### config.mk
export PLATFORM = sky130hd
export DESIGN_NAME = slcr_top
export DESIGN_NICKNAME = d
export VERILOG_FILES = /design/src/verilog/slcr_pkg.sv /design/src/verilog/slcr_spi.sv /design/src/verilog/slcr_top.sv
export SDC_FILE = /design/constraint.sdc
export NUM_CORES = 1
export LEC_CHECK = 0
export BUFFER_PORTS_ARGS = -buffer_cell sky130_fd_sc_hd__buf_4
export CAP_MARGIN = 10
export CORE_MARGIN = 5
export CORE_UTILIZATION = 55
export CTS_CLUSTER_SIZE = 14
export DETAILED_ROUTE_END_ITERATION = 8
export GPL_ROUTABILITY_DRIVEN = 0
export PLACE_DENSITY = 0.75
export SLEW_MARGIN = 5
export SYNTH_ARGS = -nofsm -noshare
export SYNTH_HDL_FRONTEND = slang
export SYNTH_SLANG_ARGS = --single-unit
### constraint.sdc
create_clock -name core_clk -period 3.6 [get_ports core_clk]
set_clock_uncertainty 0.2 [all_clocks]
set_input_delay 0.72 -clock core_clk [delete_from_list [all_inputs] [get_ports core_clk]]
set_output_delay 0.72 -clock core_clk [all_outputs]
set_load 0.1 [all_outputs]
### src/verilog/slcr_pkg.sv
// Package with register map, field layout, reset values and types of the serial link control bank.
package slcr_pkg;

  // Register offsets on the configuration port.
  localparam logic [14:0] SLCR_OFS_LSB_CTRL = 15'h0160;
  localparam logic [14:0] SLCR_OFS_LINK_EN = 15'h0200;
  localparam logic [14:0] SLCR_OFS_MODE = 15'h0201;
  localparam logic [14:0] SLCR_OFS_KM1 = 15'h0202;

  // Field positions and widths.
  localparam int SLCR_STAMP_EN_BIT = 0;
  localparam int SLCR_LINK_EN_BIT = 0;
  localparam int SLCR_MODE_W = 6;
  localparam int SLCR_KM1_W = 8;
  localparam int SLCR_MODE_64B66B_BIT = 5;

  // Values after reset.
  localparam logic SLCR_RST_STAMP_EN = 1'h0;
  localparam logic SLCR_RST_LINK_EN = 1'h1;
  localparam logic [5:0] SLCR_RST_MODE = 6'h00;
  localparam logic [7:0] SLCR_RST_KM1 = 8'h1f;

  // Control bits per sample advertised in the lane alignment sequence.
  localparam logic [1:0] SLCR_ILA_CS = 2'h0;

  // Datapath widths: converter sample and link sample field.
  localparam int SLCR_CONV_W = 9;
  localparam int SLCR_FIELD_W = 16;
  // Flip-flops on the timestamp pin before the datapath reads it.
  localparam int SLCR_SYNC_STAGES = 2;

  // Core cycles per frame and multiframe counter width.
  localparam logic [3:0] SLCR_FRAME_DIV = 4'h4;
  localparam int SLCR_MF_W = 10;
  localparam logic [10:0] SLCR_K_64B_SCALE = 11'h100;

  // Configuration port framing.
  localparam logic [4:0] SLCR_SPI_HDR_LAST = 5'h0f;
  localparam logic [4:0] SLCR_SPI_DATA_FIRST = 5'h10;
  localparam logic [4:0] SLCR_SPI_LAST = 5'h17;

  typedef struct packed {
    logic wr;
    logic [14:0] addr;
    logic [7:0] wdata;
  } slcr_req_t;

  typedef struct packed {
    logic rst_n;
    logic serdes_pd;
    logic clk_en;
  } slcr_link_ctl_t;

endpackage

### src/verilog/slcr_spi.sv
// Configuration port slave: four-wire serial framing into register requests.
`timescale 1ns/1ps
module slcr_spi
  import slcr_pkg::*;
(
  // Clock and reset
  input wire logic core_clk,
  input wire logic rst_n,
  // Serial pins
  input wire logic sclk,
  input wire logic csb,
  input wire logic sdi,
  output logic sdo,
  output logic sdo_oe,
  // Register side
  output slcr_req_t req,
  output logic wr_stb,
  input wire logic [7:0] rdata
);

  logic [2:0] sclk_q;
  logic [1:0] csb_q;
  logic [1:0] sdi_q;
  logic [4:0] cnt_q;
  logic [22:0] shift_q;
  logic is_rd_q;
  logic [7:0] rd_shift_q;
  logic rise;
  logic fall;
  logic active;

  // Pins pass two flip-flops; the third stage of the clock only feeds edge detection.
  always_ff @(posedge core_clk or negedge rst_n) begin
    if (!rst_n) begin
      sclk_q <= 3'h0;
      csb_q <= 2'h3;
      sdi_q <= 2'h0;
    end else begin
      sclk_q <= {sclk_q[1:0], sclk};
      csb_q <= {csb_q[0], csb};
      sdi_q <= {sdi_q[0], sdi};
    end
  end

  assign rise = sclk_q[1] & ~sclk_q[2];
  assign fall = ~sclk_q[1] & sclk_q[2];
  assign active = ~csb_q[1];

  always_ff @(posedge core_clk or negedge rst_n) begin
    if (!rst_n) begin
      cnt_q <= 5'h00;
      shift_q <= 23'h0;
      is_rd_q <= 1'b0;
      req <= '0;
      wr_stb <= 1'b0;
    end else begin
      wr_stb <= 1'b0;
      if (!active) begin
        cnt_q <= 5'h00;
      end else if (rise && cnt_q <= SLCR_SPI_LAST) begin
        shift_q <= {shift_q[21:0], sdi_q[1]};
        cnt_q <= cnt_q + 5'h01;
        if (cnt_q == SLCR_SPI_HDR_LAST) begin
          is_rd_q <= shift_q[14];
          req.addr <= {shift_q[13:0], sdi_q[1]};
          req.wr <= ~shift_q[14];
        end
        if (cnt_q == SLCR_SPI_LAST && !is_rd_q) begin
          req.wdata <= {shift_q[6:0], sdi_q[1]};
          wr_stb <= 1'b1;
        end
      end
    end
  end

  // Read data is shifted out on falling clock edges, most significant bit first.
  always_ff @(posedge core_clk or negedge rst_n) begin
    if (!rst_n) begin
      sdo <= 1'b0;
      sdo_oe <= 1'b0;
      rd_shift_q <= 8'h00;
    end else begin
      sdo_oe <= active && is_rd_q && cnt_q >= SLCR_SPI_DATA_FIRST;
      if (active && fall && is_rd_q && cnt_q >= SLCR_SPI_DATA_FIRST) begin
        if (cnt_q == SLCR_SPI_DATA_FIRST) begin
          sdo <= rdata[7];
          rd_shift_q <= {rdata[6:0], 1'b0};
        end else begin
          sdo <= rd_shift_q[7];
          rd_shift_q <= {rd_shift_q[6:0], 1'b0};
        end
      end
    end
  end

endmodule

### src/verilog/slcr_top.sv
// Serial link control bank: registers, link enable control, stamp insertion, multiframe counter.
`timescale 1ns/1ps
// Overview of operation
// - With stamp insertion on, the stamp input rides in the lowest bit of each sample field.
// - The stamp path and the sample path have the same latency so stamps stay aligned.
// - The wider link field keeps the converter sample whole and puts the stamp below it.
// - The lane alignment sequence always advertises zero control bits per sample.
// - The link enable bit turns the link off at 0 and on at 1, and resets to 1.
// - With link enable at 0 the link is in reset, serializers off, link clocks gated.
// - With link enable at 0 the multiframe counter is held in reset and ignores SYSREF.
// - The frames-per-multiframe field holds K minus one and resets to 31 for K of 32.
// - In 64B/66B modes the field is ignored and K is 256 times E over F.
module slcr_top
  import slcr_pkg::*;
(
  // Clock and reset
  input wire logic core_clk,
  input wire logic rst_n,
  // Configuration port
  input wire logic sclk,
  input wire logic csb,
  input wire logic sdi,
  output logic sdo,
  output logic sdo_oe,
  // Sample stream from the converter core
  input wire logic [SLCR_CONV_W-1:0] adc_sample,
  input wire logic adc_valid,
  // Timestamp and SYSREF pins
  input wire logic tmstp_pin,
  input wire logic sysref_pin,
  // Link side
  output logic [SLCR_FIELD_W-1:0] link_sample_q,
  output logic link_sample_valid_q,
  output logic link_enable_q,
  output slcr_link_ctl_t link_ctl_q,
  output logic [SLCR_MODE_W-1:0] link_output_mode_select_q,
  output logic [SLCR_MF_W-1:0] multiframe_counter_q,
  output logic mf_start_q,
  output logic [1:0] ila_cs_q
);

  slcr_req_t req;
  logic wr_stb;
  logic [7:0] rdata_q;
  logic stamp_insert_enable_q;
  logic [SLCR_MODE_W-1:0] mode_q;
  logic [SLCR_KM1_W-1:0] km1_q;
  logic [SLCR_SYNC_STAGES-1:0] tmstp_sync_q;
  logic [2:0] sysref_sync_q;
  logic [SLCR_CONV_W-1:0] smp_d1_q;
  logic [SLCR_CONV_W-1:0] smp_d2_q;
  logic [1:0] vld_q;
  logic [3:0] frame_div_q;
  logic frame_tick;
  logic sysref_rise;
  logic [SLCR_MF_W-1:0] k_last;

  slcr_spi i_slcr_spi (
    .core_clk(core_clk),
    .rst_n(rst_n),
    .sclk(sclk),
    .csb(csb),
    .sdi(sdi),
    .sdo(sdo),
    .sdo_oe(sdo_oe),
    .req(req),
    .wr_stb(wr_stb),
    .rdata(rdata_q)
  );

  // Effective K minus one; 64B/66B modes take E from mode bit 2 and F from mode bits 1:0.
  function automatic logic [SLCR_MF_W-1:0] k_minus_one(input logic [5:0] mode,
                                                      input logic [7:0] km1);
    logic [10:0] e;
    logic [10:0] k;
    e = 11'h001 + {10'h000, mode[2]};
    k = (SLCR_K_64B_SCALE * e) >> mode[1:0];
    if (mode[SLCR_MODE_64B66B_BIT]) begin
      k_minus_one = SLCR_MF_W'(k - 11'h001);
    end else begin
      k_minus_one = {2'h0, km1};
    end
  endfunction

  function automatic logic hit(input slcr_req_t r, input logic [14:0] ofs);
    hit = r.addr == ofs;
  endfunction

  // Register writes. Reserved bits are not stored and read back as zero.
  always_ff @(posedge core_clk or negedge rst_n) begin
    if (!rst_n) begin
      stamp_insert_enable_q <= SLCR_RST_STAMP_EN;
      link_enable_q <= SLCR_RST_LINK_EN;
      mode_q <= SLCR_RST_MODE;
      km1_q <= SLCR_RST_KM1;
    end else if (wr_stb && req.wr) begin
      if (hit(req, SLCR_OFS_LSB_CTRL)) begin
        stamp_insert_enable_q <= req.wdata[SLCR_STAMP_EN_BIT];
      end
      if (hit(req, SLCR_OFS_LINK_EN)) begin
        link_enable_q <= req.wdata[SLCR_LINK_EN_BIT];
      end
      // Mode and K are taken as written; software owns the enable ordering.
      if (hit(req, SLCR_OFS_MODE)) begin
        mode_q <= req.wdata[SLCR_MODE_W-1:0];
      end
      if (hit(req, SLCR_OFS_KM1)) begin
        km1_q <= req.wdata;
      end
    end
  end

  // Read data is registered from the captured address; unmapped offsets read zero.
  always_ff @(posedge core_clk or negedge rst_n) begin
    if (!rst_n) begin
      rdata_q <= 8'h00;
    end else if (hit(req, SLCR_OFS_LSB_CTRL)) begin
      rdata_q <= {7'h00, stamp_insert_enable_q};
    end else if (hit(req, SLCR_OFS_LINK_EN)) begin
      rdata_q <= {7'h00, link_enable_q};
    end else if (hit(req, SLCR_OFS_MODE)) begin
      rdata_q <= {2'h0, mode_q};
    end else if (hit(req, SLCR_OFS_KM1)) begin
      rdata_q <= km1_q;
    end else begin
      rdata_q <= 8'h00;
    end
  end

  // Link control follows the enable bit one cycle later.
  always_ff @(posedge core_clk or negedge rst_n) begin
    if (!rst_n) begin
      link_ctl_q <= '0;
      link_output_mode_select_q <= SLCR_RST_MODE;
      ila_cs_q <= SLCR_ILA_CS;
    end else begin
      link_ctl_q.rst_n <= link_enable_q;
      link_ctl_q.serdes_pd <= ~link_enable_q;
      link_ctl_q.clk_en <= link_enable_q;
      link_output_mode_select_q <= mode_q;
      ila_cs_q <= SLCR_ILA_CS;
    end
  end

  // The stamp pin needs two synchroniser stages; the sample path gets two matching delay stages.
  always_ff @(posedge core_clk or negedge rst_n) begin
    if (!rst_n) begin
      tmstp_sync_q <= '0;
      smp_d1_q <= '0;
      smp_d2_q <= '0;
      vld_q <= 2'h0;
    end else begin
      tmstp_sync_q <= {tmstp_sync_q[0], tmstp_pin};
      smp_d1_q <= adc_sample;
      smp_d2_q <= smp_d1_q;
      vld_q <= {vld_q[0], adc_valid};
    end
  end

  // Converter sample is MSB-aligned in the field so its own LSB is never overwritten.
  always_ff @(posedge core_clk or negedge rst_n) begin
    if (!rst_n) begin
      link_sample_q <= '0;
      link_sample_valid_q <= 1'b0;
    end else if (!link_enable_q) begin
      link_sample_q <= '0;
      link_sample_valid_q <= 1'b0;
    end else begin
      link_sample_valid_q <= vld_q[1];
      link_sample_q[SLCR_FIELD_W-1 -: SLCR_CONV_W] <= smp_d2_q;
      link_sample_q[SLCR_FIELD_W-SLCR_CONV_W-1:1] <= '0;
      link_sample_q[0] <= stamp_insert_enable_q & tmstp_sync_q[1];
    end
  end

  assign sysref_rise = sysref_sync_q[1] & ~sysref_sync_q[2];
  assign frame_tick = frame_div_q == SLCR_FRAME_DIV - 4'h1;
  assign k_last = k_minus_one(mode_q, km1_q);

  always_ff @(posedge core_clk or negedge rst_n) begin
    if (!rst_n) begin
      sysref_sync_q <= 3'h0;
    end else begin
      sysref_sync_q <= {sysref_sync_q[1:0], sysref_pin};
    end
  end

  // A disabled link holds the frame divider and the counter, so SYSREF cannot realign them.
  always_ff @(posedge core_clk or negedge rst_n) begin
    if (!rst_n) begin
      frame_div_q <= 4'h0;
      multiframe_counter_q <= '0;
      mf_start_q <= 1'b0;
    end else if (!link_enable_q) begin
      frame_div_q <= 4'h0;
      multiframe_counter_q <= '0;
      mf_start_q <= 1'b0;
    end else if (sysref_rise) begin
      frame_div_q <= 4'h0;
      multiframe_counter_q <= '0;
      mf_start_q <= 1'b1;
    end else begin
      frame_div_q <= frame_tick ? 4'h0 : frame_div_q + 4'h1;
      mf_start_q <= frame_tick && multiframe_counter_q == k_last;
      if (frame_tick) begin
        multiframe_counter_q <= multiframe_counter_q == k_last ? '0 :
                                multiframe_counter_q + 10'h001;
      end
    end
  end
endmodule

==> results.json, run 1 <==
{
  "status": "finished, final reports clean",
  "die_area_mm2": 0.0126,
  "power.leakage_uw": 0.00329,
  "path_buf_inv": 1,
  "hold_depth": 1,
  "grt_first_pass_wirelength_mm": 17.3,
  "dp_hpwl_mm": 6.78,
  "final_cell_mix": "137 x dfrtp_1, 55 x buf_4, 54 x mux2_2",
  "grt_pass1_vias": 3505,
  "required_ps": 3800,
  "worstHoldStart": "adc_valid",
  "worstSetupPathType": "flop to flop",
  "layout.nets": 520,
  "worstMarginPinSlew_ps": 896,
  "rrSetupSlack_ps": 290,
  "synth.avg_cell_area_um2": 13.3,
  "crit_path_frequent_cell": "ha_1",
  "maxCapViolCount": 0,
  "ys_seq_area_share_pct": 63.2,
  "cts_tree": "yes",
  "crit_family": "simple AND/OR/NAND/NOR gates",
  "die_h_um": 112,
  "die_x_um": 112,
  "max-slew-margin-rel_pct": 40.1,
  "fmax_ghz": 0.302,
  "vias": 3446,
  "power_density_mw_per_mm2": 517,
  "placed_cell_area_mm2": 0.00627,
  "ctsLongestPathBuffers": 2,
  "n_antenna_cell": 0,
  "grt_max_degree": 62,
  "cp_max_fo": 6,
  "grt.overflow.total": 0,
  "fin_util_pct": 66.6,
  "antenna_found_initial": 0,
  "root_buffer": "clkbuf_8",
  "synth_edf_count": 0,
  "ant_nets": 0,
  "min_period_ps": 3310,
  "ys_warn_count": 0,
  "insertion_delay_ps": 510,
  "rr_startpoint": "mode_q[0]",
  "drt-total-wl_mm": 9.97,
  "cp_cell_sequence": "inv_1 -> ha_1 -> nand2_1 -> ha_1 -> nor2_1 -> a211oi_1 -> a311o_1 -> or4_4 -> or3_1 -> a32o_1",
  "arrival_ps": 3510,
  "rsz0062_at_grt": "no",
  "synth_cell_types": 54,
  "initial_core_util_pct": 56.0,
  "totalNegativeSetupSlack_ps": 0,
  "drt_first_pass_iters": 4,
  "cp-start-kind": "flop",
  "drc": 0,
  "finalHoldViolCount": 0,
  "ir_drop_uv": 323,
  "path_clk_slew_ps": 60,
  "min_to": "vld_q[0]",
  "cpPeakStageDelay_ps": 560,
  "synthArstFlopShare_pct": 100,
  "synthCells": 433,
  "crit_slowest_cell": "or4_4",
  "r2r_end": "multiframe_counter_q[1]",
  "synth_top_flop_cell": "dfrtp_1",
  "fin_crit_sh_pct": 91.8,
  "setup_viol": 0,
  "final_layout_size_suffix_gt1_share_pct": 30.7,
  "final_common_cell": "dfrtp_1",
  "finalMaxSlewViolations": 0,
  "rows": 37,
  "port_buffers": 50,
  "rr_worst_depth": 10,
  "post_cts_buffers": 0,
  "via_per_inst": 5.38,
  "grtUsageTotal_pct": 17.1,
  "area_growth_pct": 18.9,
  "stdcell_area_mm2": 0.00685,
  "clkSinkCount": 145,
  "hold_class": "input pin to flop",
  "wl_per_cell_um": 15.5,
  "cts_hold_buf": 1,
  "syn_area_mm2": 0.00576,
  "ios": 59,
  "synth_seq_cells": 145,
  "worstSetupEndpointType": "flop",
  "drtIter0Drc": 181,
  "cts_buffers": 17,
  "htree_levels": 4,
  "core_mm2": 0.0103,
  "cts_resized": 0
}
## stage by stage
step | hold WS [ps] | worst slack, ps | cells | power [uW]
finish | 111 | 293 | 641 | 3540
global route | 86.7 | 138 | 641 | 3670
CTS | 88.5 | 302 | 640 | 3580
detailed placement | 135 | 306 | 608 | 1920
global placement | 131 | 454 | 608 | 1910
floorplan | 131 | 422 | 440 | 1850
## worst max-delay path by stage
stage,from,end,slack [ps],cells past startpoint
finish,mode_q[0],multiframe_counter_q[1],290,10
global route,mode_q[0],multiframe_counter_q[7],140,10
floorplan,multiframe_counter_q[9],multiframe_counter_q[1],420,7
CTS,mode_q[0],multiframe_counter_q[1],300,10
detailed placement,mode_q[0],multiframe_counter_q[1],310,10
global placement,mode_q[0],multiframe_counter_q[1],450,10
## cell usage after synthesis (all sizes together), types with 3 or more instances
| cell | count | area [um2] |
|---|---|---|
| a21oi | 10 | 50.1 |
| a22o | 6 | 53.8 |
| a31oi | 4 | 25.0 |
| and2 | 12 | 75.1 |
| buf | 13 | 88.8 |
| clkbuf | 12 | 46.3 |
| dfrtp | 137 | 3430 |
| dfstp | 8 | 210 |
| ha | 10 | 125 |
| inv | 13 | 48.8 |
| mux2 | 54 | 608 |
| mux2i | 10 | 100 |
| nand2 | 11 | 41.3 |
| nand3 | 11 | 55.1 |
| nand4 | 5 | 31.3 |
| nor2 | 31 | 116 |
| nor3 | 15 | 75.1 |
| nor4 | 4 | 40.0 |
| nor4b | 4 | 41.3 |
| o21ai | 6 | 30.0 |
| or3 | 3 | 18.8 |
| xnor2 | 9 | 78.8 |
| xor2 | 14 | 123 |
## cell type report
class / count / area (um2)
clock buffer: 23 / 457
multi-input combinational: 257 / 1970
clock inverter: 8 / 105
fill: 746 / 3430
tap: 136 / 170
timing repair buffer: 59 / 462
sequential: 145 / 3640
inverter: 13 / 48.8
## worst register-to-register path, cell delays in order, from the launching register on
cell and delay (ps):
dfrtp_1 450, inv_1 100, ha_1 350, nand2_1 70, ha_1 240, nor2_1 180, a211oi_1 80, a311o_1 330
or4_4 560, or3_1 390, a32o_1 250
## where the power goes
group / total [uW] / internal, uW / switching [uW]
clock network: 1650 / 1020 / 632
logic: 140 / 54.0 / 86.4
registers: 1740 / 1690 / 50.1
## cells by family after synthesis
family	share of synthesized area [%]
AO/OA/AOI/OAI	5.13
XOR/XNOR	3.50
adder cells (fa/ha/maj)	2.17
buffers and inverters	3.19
flip-flops	63.2
multiplexers	12.3
other	0.0651
AND/OR/NAND/NOR	10.5
## flip-flops by register name, summed over array words and instances, names as in the netlist, 8 cells and up
| signal | cells |
|---|---|
| i_slcr_spi.shift_q | 15 |
| link_sample_q | 10 |
| i_slcr_spi.req | 24 |
| rdata_q | 8 |
| km1_q | 8 |
| smp_d2_q | 9 |
| multiframe_counter_q | 10 |
| smp_d1_q | 9 |
## layer usage
layer  vias up  global-route usage, %  share of wire (%)
li1       1615                      -                  -
met1      1750                   22.5                 44
met2        69                   27.5                 50
met3        12                   5.18                4.5
met4         0                   5.53                1.5
met5         -                      0                  0
(Power assumes the default switching activity.)
==> run 2, diff against run 1 <==
- BUFFER_PORTS_ARGS: -buffer_cell sky130_fd_sc_hd__buf_4 -> not set
- DONT_BUFFER_PORTS: not set -> 1
- PLACE_DENSITY: 0.75 -> 0.7
- clock period: 3.6 -> 4.22 ns (I/O delays scaled with it)
==> results.json, run 2 (synthesis results as in run 1) <==
{
  "core_mm2": 0.0103,
  "rows": 37,
  "worstSetupEndpointType": "flop",
  "min_period_ps": 3270,
  "layout.nets": 475,
  "root_buffer": "clkbuf_8",
  "rsz0062_at_grt": "no",
  "grtUsageTotal_pct": 15.7,
  "cpPeakStageDelay_ps": 550,
  "status": "finished, final reports clean",
  "rrSetupSlack_ps": 950,
  "path_clk_slew_ps": 60,
  "wl_per_cell_um": 16.1,
  "power.leakage_uw": 0.00307,
  "drt_first_pass_iters": 4,
  "max-slew-margin-rel_pct": 25.8,
  "initial_core_util_pct": 56.0,
  "cp_max_fo": 9,
  "finalMaxSlewViolations": 0,
  "power_density_mw_per_mm2": 467,
  "ir_drop_uv": 248,
  "multiInputGateArea_mm2": 0.00197,
  "insertion_delay_ps": 510,
  "cts_buffers": 17,
  "p_total_uw": 3050,
  "dp_hpwl_mm": 6.40,
  "ff_latch_area_mm2": 0.00364,
  "final_cell_mix": "136 x dfrtp_1, 54 x mux2_2, 31 x nor2_1",
  "hold_class": "input pin to asynchronous set/reset pin",
  "grt_first_pass_wirelength_mm": 15.7,
  "place_ws_ps": 977,
  "reg_top3": "i_slcr_spi.req: 24 flops, i_slcr_spi.shift_q: 15 flops",
  "n_antenna_cell": 0,
  "fin_crit_sh_pct": 77.6,
  "area_growth_pct": 13.6,
  "die_x_um": 112,
  "grt_max_degree": 146,
  "setup_slack_ps": 947,
  "via_per_inst": 5.42,
  "antenna_found_initial": 0,
  "drt-total-wl_mm": 9.64,
  "crit_slowest_cell": "or4_4",
  "maxCapViolCount": 0,
  "arrival_ps": 3450,
  "largest_reg_flops": 24,
  "htree_levels": 4,
  "grt_pass1_vias": 3142,
  "worstMarginPinSlew_ps": 1110,
  "vias": 3234,
  "clkSinkCount": 145,
  "die_h_um": 112,
  "cp-start-kind": "flop",
  "drc": 0,
  "grt.overflow.total": 0,
  "totalNegativeSetupSlack_ps": 0,
  "ios": 59,
  "cp_cell_sequence": "inv_1 -> ha_1 -> nand2_1 -> ha_1 -> nor2_1 -> a211oi_1 -> a311o_1 -> or4_4 -> nor4_4 -> nor3_1",
  "drtIter0Drc": 162,
  "ant_nets": 0,
  "final_layout_size_suffix_gt1_share_pct": 25.2,
  "ctsLongestPathBuffers": 2,
  "fmax_ghz": 0.306,
  "top_register": "i_slcr_spi.req",
  "required_ps": 4390,
  "final_common_cell": "dfrtp_1",
  "crit_path_frequent_cell": "ha_1",
  "cts_tree": "yes",
  "die_area_mm2": 0.0126,
  "worstSetupPathType": "flop to flop",
  "finalHoldViolCount": 0,
  "setup_viol": 0,
  "port_buffers": 0,
  "fillCellCount": 775
}
## run 2: cell count changes in the layout (fill, tap and decap cells not counted), moves of 2 or more
| cell | change |
|---|---|
| clkbuf_1 | -4 |
| clkbuf_8 | -2 |
| buf_4 | -43 |
| inv_8 | +2 |
| inv_6 | +5 |
## run 2: critical path, delay by kind of cell (launching register included)
kind	cells	cell delay [ps]
flip-flops	1	440
AO/OA/AOI/OAI	2	380
adder cells (fa/ha/maj)	2	600
buffers and inverters	1	90
AND/OR/NAND/NOR	5	1410
## run 2: routing by layer
metal / vias to the layer above / track usage [%] / wire [um] / part of all wire [%]
met1: 1625 / 20.6 / 4270 / 44
met4: 0 / 6.01 / 153 / 1.6
met5: - / 0 / 0 / 0
met2: 63 / 24.8 / 4880 / 51
li1: 1530 / - / - / -
met3: 16 / 4.53 / 337 / 3.5
## run 2: final timing paths
path                                 startpoint                       to  cells after the start
setup / recovery                      mode_q[0]  multiframe_counter_q[2]                     10
max in group asynchronous                 rst_n                 km1_q[0]                      1
hold reg to reg            i_slcr_spi.sclk_q[0]     i_slcr_spi.sclk_q[1]                      0
hold / removal                            rst_n  multiframe_counter_q[7]                      1
setup reg to reg                      mode_q[0]  multiframe_counter_q[2]                     10
min in group core_clk                       csb      i_slcr_spi.csb_q[0]                      0
## run 2: cell type report
cell class,count,share of cell area (%)
well taps,136,2.60
multi-input cells,257,30.1
inverters,13,0.746
clock buffers,17,6.33
flip-flops and latches,145,55.7
clock inverters,15,2.60
repair buffers,14,1.95
## run 2: power breakdown
part           switching [uW]  internal, uW
sequential               44.9          1440
combinational            71.9          36.8
clock                     598           858
## run 2: through the flow
stage          area (um2)  hold slack, ps  cells  util, %
6_report             6540            90.6    597     63.6
3_5_place_dp         5920             135    563     57.6
4_1_cts              6500            -207    595     63.3
3_3_place_gp         5920             132    563     57.6
2_1_floorplan        5780             131    440        -
5_1_grt              6540            89.0    597     63.6
## run 2: timing repair
action | 4_1_cts | 5_1_grt
buffers inserted | 0 | 0
resized for setup | 0 | 0
endpoints found under the hold margin | 145 | 138
==> run 3, diff against run 2 <==
- PLACE_DENSITY: 0.7 -> 0.73
- clock period: 4.22 -> 2.7 ns (I/O delays scaled with it)
==> results.json, run 3 (synthesis results as in run 1) <==
{
  "totalNegativeSetupSlack_ps": -2000,
  "grt.overflow.total": 0,
  "cts_tree": "yes",
  "placed_cell_area_mm2": 0.00622,
  "ios": 59,
  "drt_first_pass_iters": 4,
  "arrival_ps": 3070,
  "fin_hold_ws_ps": -483,
  "clkSinkCount": 145,
  "min_period_ps": 2900,
  "crit_family": "simple AND/OR/NAND/NOR gates",
  "area_growth_pct": 20.9,
  "finalHoldViolCount": 145,
  "status": "finished, violations left",
  "drtIter0Drc": 226,
  "cts_hold_buf": 15,
  "n_antenna_cell": 0,
  "power_density_mw_per_mm2": 655,
  "htree_levels": 4,
  "ff_latch_area_mm2": 0.00365,
  "setup_slack_ps": -204,
  "cp_max_fo": 4,
  "cp-start-kind": "flop",
  "wl_per_cell_um": 16.3,
  "fmax_ghz": 0.344,
  "ir_drop_uv": 437,
  "root_buffer": "clkbuf_8",
  "via_per_inst": 5.39,
  "power_switching_uw": 1080,
  "ant_nets": 0,
  "grtUsageTotal_pct": 18.4,
  "layout.nets": 524,
  "top_register": "i_slcr_spi.req",
  "finalMaxSlewViolations": 0,
  "rsz0062_at_grt": "yes",
  "die_h_um": 112,
  "p_int_uw": 3480,
  "fin_crit_sh_pct": 108,
  "die_area_mm2": 0.0126,
  "power.leakage_uw": 0.00328,
  "largest_reg_flops": 24,
  "cp_cell_sequence": "inv_2 -> ha_4 -> nand2_4 -> ha_4 -> nor2_4 -> o211a_1 -> a311o_1 -> or4_4 -> buf_6 -> nor4_4 -> buf_4 -> nor3_1",
  "grt_max_degree": 146,
  "port_buffers": 0,
  "antenna_found_initial": 0,
  "rrSetupSlack_ps": -200,
  "r2r_end": "multiframe_counter_q[8]",
  "multiInputGateArea_mm2": 0.00204,
  "grt_first_pass_wirelength_mm": 18.4,
  "grtUsageMet2_pct": 30.5,
  "initial_core_util_pct": 56.0,
  "use_met1_pct": 22.9,
  "p_comb_share_pct": 3.2,
  "busiest_layer": "met2",
  "die_x_um": 112,
  "vias": 3483,
  "dpl.cell_count": 596,
  "insertion_delay_ps": 510,
  "setup_viol": 11,
  "crit_path_frequent_cell": "ha_4",
  "rr_startpoint": "mode_q[0]",
  "clockPowerShare_pct": 45.8,
  "ctsLongestPathBuffers": 2,
  "worstSetupEndpointType": "flop",
  "setup.worst_path.start": "mode_q[0]",
  "stdcell_area_mm2": 0.00696,
  "maxCapViolCount": 0,
  "path_buf_inv": 3,
  "violations": "hold timing, setup timing",
  "grt_use_met3_pct": 5.44,
  "drt-total-wl_mm": 10.5,
  "dp_hpwl_mm": 6.82,
  "cts_buffers": 17,
  "cpPeakStageDelay_ps": 440,
  "final_cell_mix": "130 x dfrtp_1, 54 x mux2_2, 46 x buf_4",
  "p_seq_share_pct": 51.0,
  "reg_top3": "i_slcr_spi.req: 24 flops, i_slcr_spi.shift_q: 15 flops",
  "drc": 0,
  "rows": 37,
  "final_layout_size_suffix_gt1_share_pct": 32.7,
  "rr_worst_depth": 12,
  "final_common_cell": "dfrtp_1",
  "crit_slowest_cell": "dfrtp_2",
  "switching_share_pct": 23.6,
  "hold_class": "input pin to asynchronous set/reset pin",
  "worstSetupPathType": "flop to flop",
  "required_ps": 2870,
  "path_clk_slew_ps": 60,
  "final_cell_count_no_fill": 646,
  "worstMarginPinSlew_ps": 883,
  "p_total_uw": 4560,
  "max-slew-margin-rel_pct": 41.2,
  "fillCellCount": 732,
  "core_mm2": 0.0103,
  "grt_pass1_vias": 3733
}
## run 3: cell count changes in the layout (fill, tap and decap cells not counted), moves of 3 or more
cell,before,now
dlygate4sd3_1,1,15
dfrtp_2,1,6
ha_1,10,7
buf_4,12,46
ha_4,0,3
dfrtp_1,136,130
## run 3: timing repair
item	in CTS	in global routing
buffers inserted	2	0
resized for setup	6	2
endpoints found under the setup margin	11	11
pin swaps	7	3
gates cloned	1	0
endpoints found under the hold margin	160	145
## run 3: power groups by stage
stage	clock network (uW)	registers, uW	logic [uW]
6_report	2090	2320	144
5_1_grt	2260	2340	154
4_1_cts	2130	2320	145
3_5_place_dp	0	2360	127
3_3_place_gp	0	2360	121
2_1_floorplan	0	2340	126
## run 3: cell type report
type	count	share of cell area, %
sequential	145	52.4
multi-input combinational	257	29.3
inverter	13	0.701
timing repair buffer	63	7.44
tap	136	2.44
clock buffer	18	6.00
clock inverter	14	1.74
## run 3: stage by stage
stage | setup slack, ps | util (%)
2_1_floorplan | -141 | -
3_3_place_gp | -159 | 60.5
4_1_cts | -230 | 67.7
5_1_grt | -338 | 67.8
3_5_place_dp | -247 | 60.5
6_report | -204 | 67.8
## run 3: worst max-delay path by stage
| stage | end | slack [ps] | cells after the start |
|---|---|---|---|
| finish | multiframe_counter_q[8] | -200 | 12 |
| global route | multiframe_counter_q[5] | -340 | 12 |
| CTS | multiframe_counter_q[8] | -230 | 12 |
| detailed placement | multiframe_counter_q[2] | -250 | 12 |
| global placement | multiframe_counter_q[2] | -160 | 12 |
| floorplan | multiframe_counter_q[1] | -140 | 10 |
## run 3: routing by layer
| layer | share of wire [%] | vias to the layer above |
|---|---|---|
| met4 | 2.0 | 0 |
| met5 | 0 | - |
| met1 | 41 | 1747 |
| met2 | 52 | 88 |
| li1 | - | 1622 |
| met3 | 4.0 | 26 |
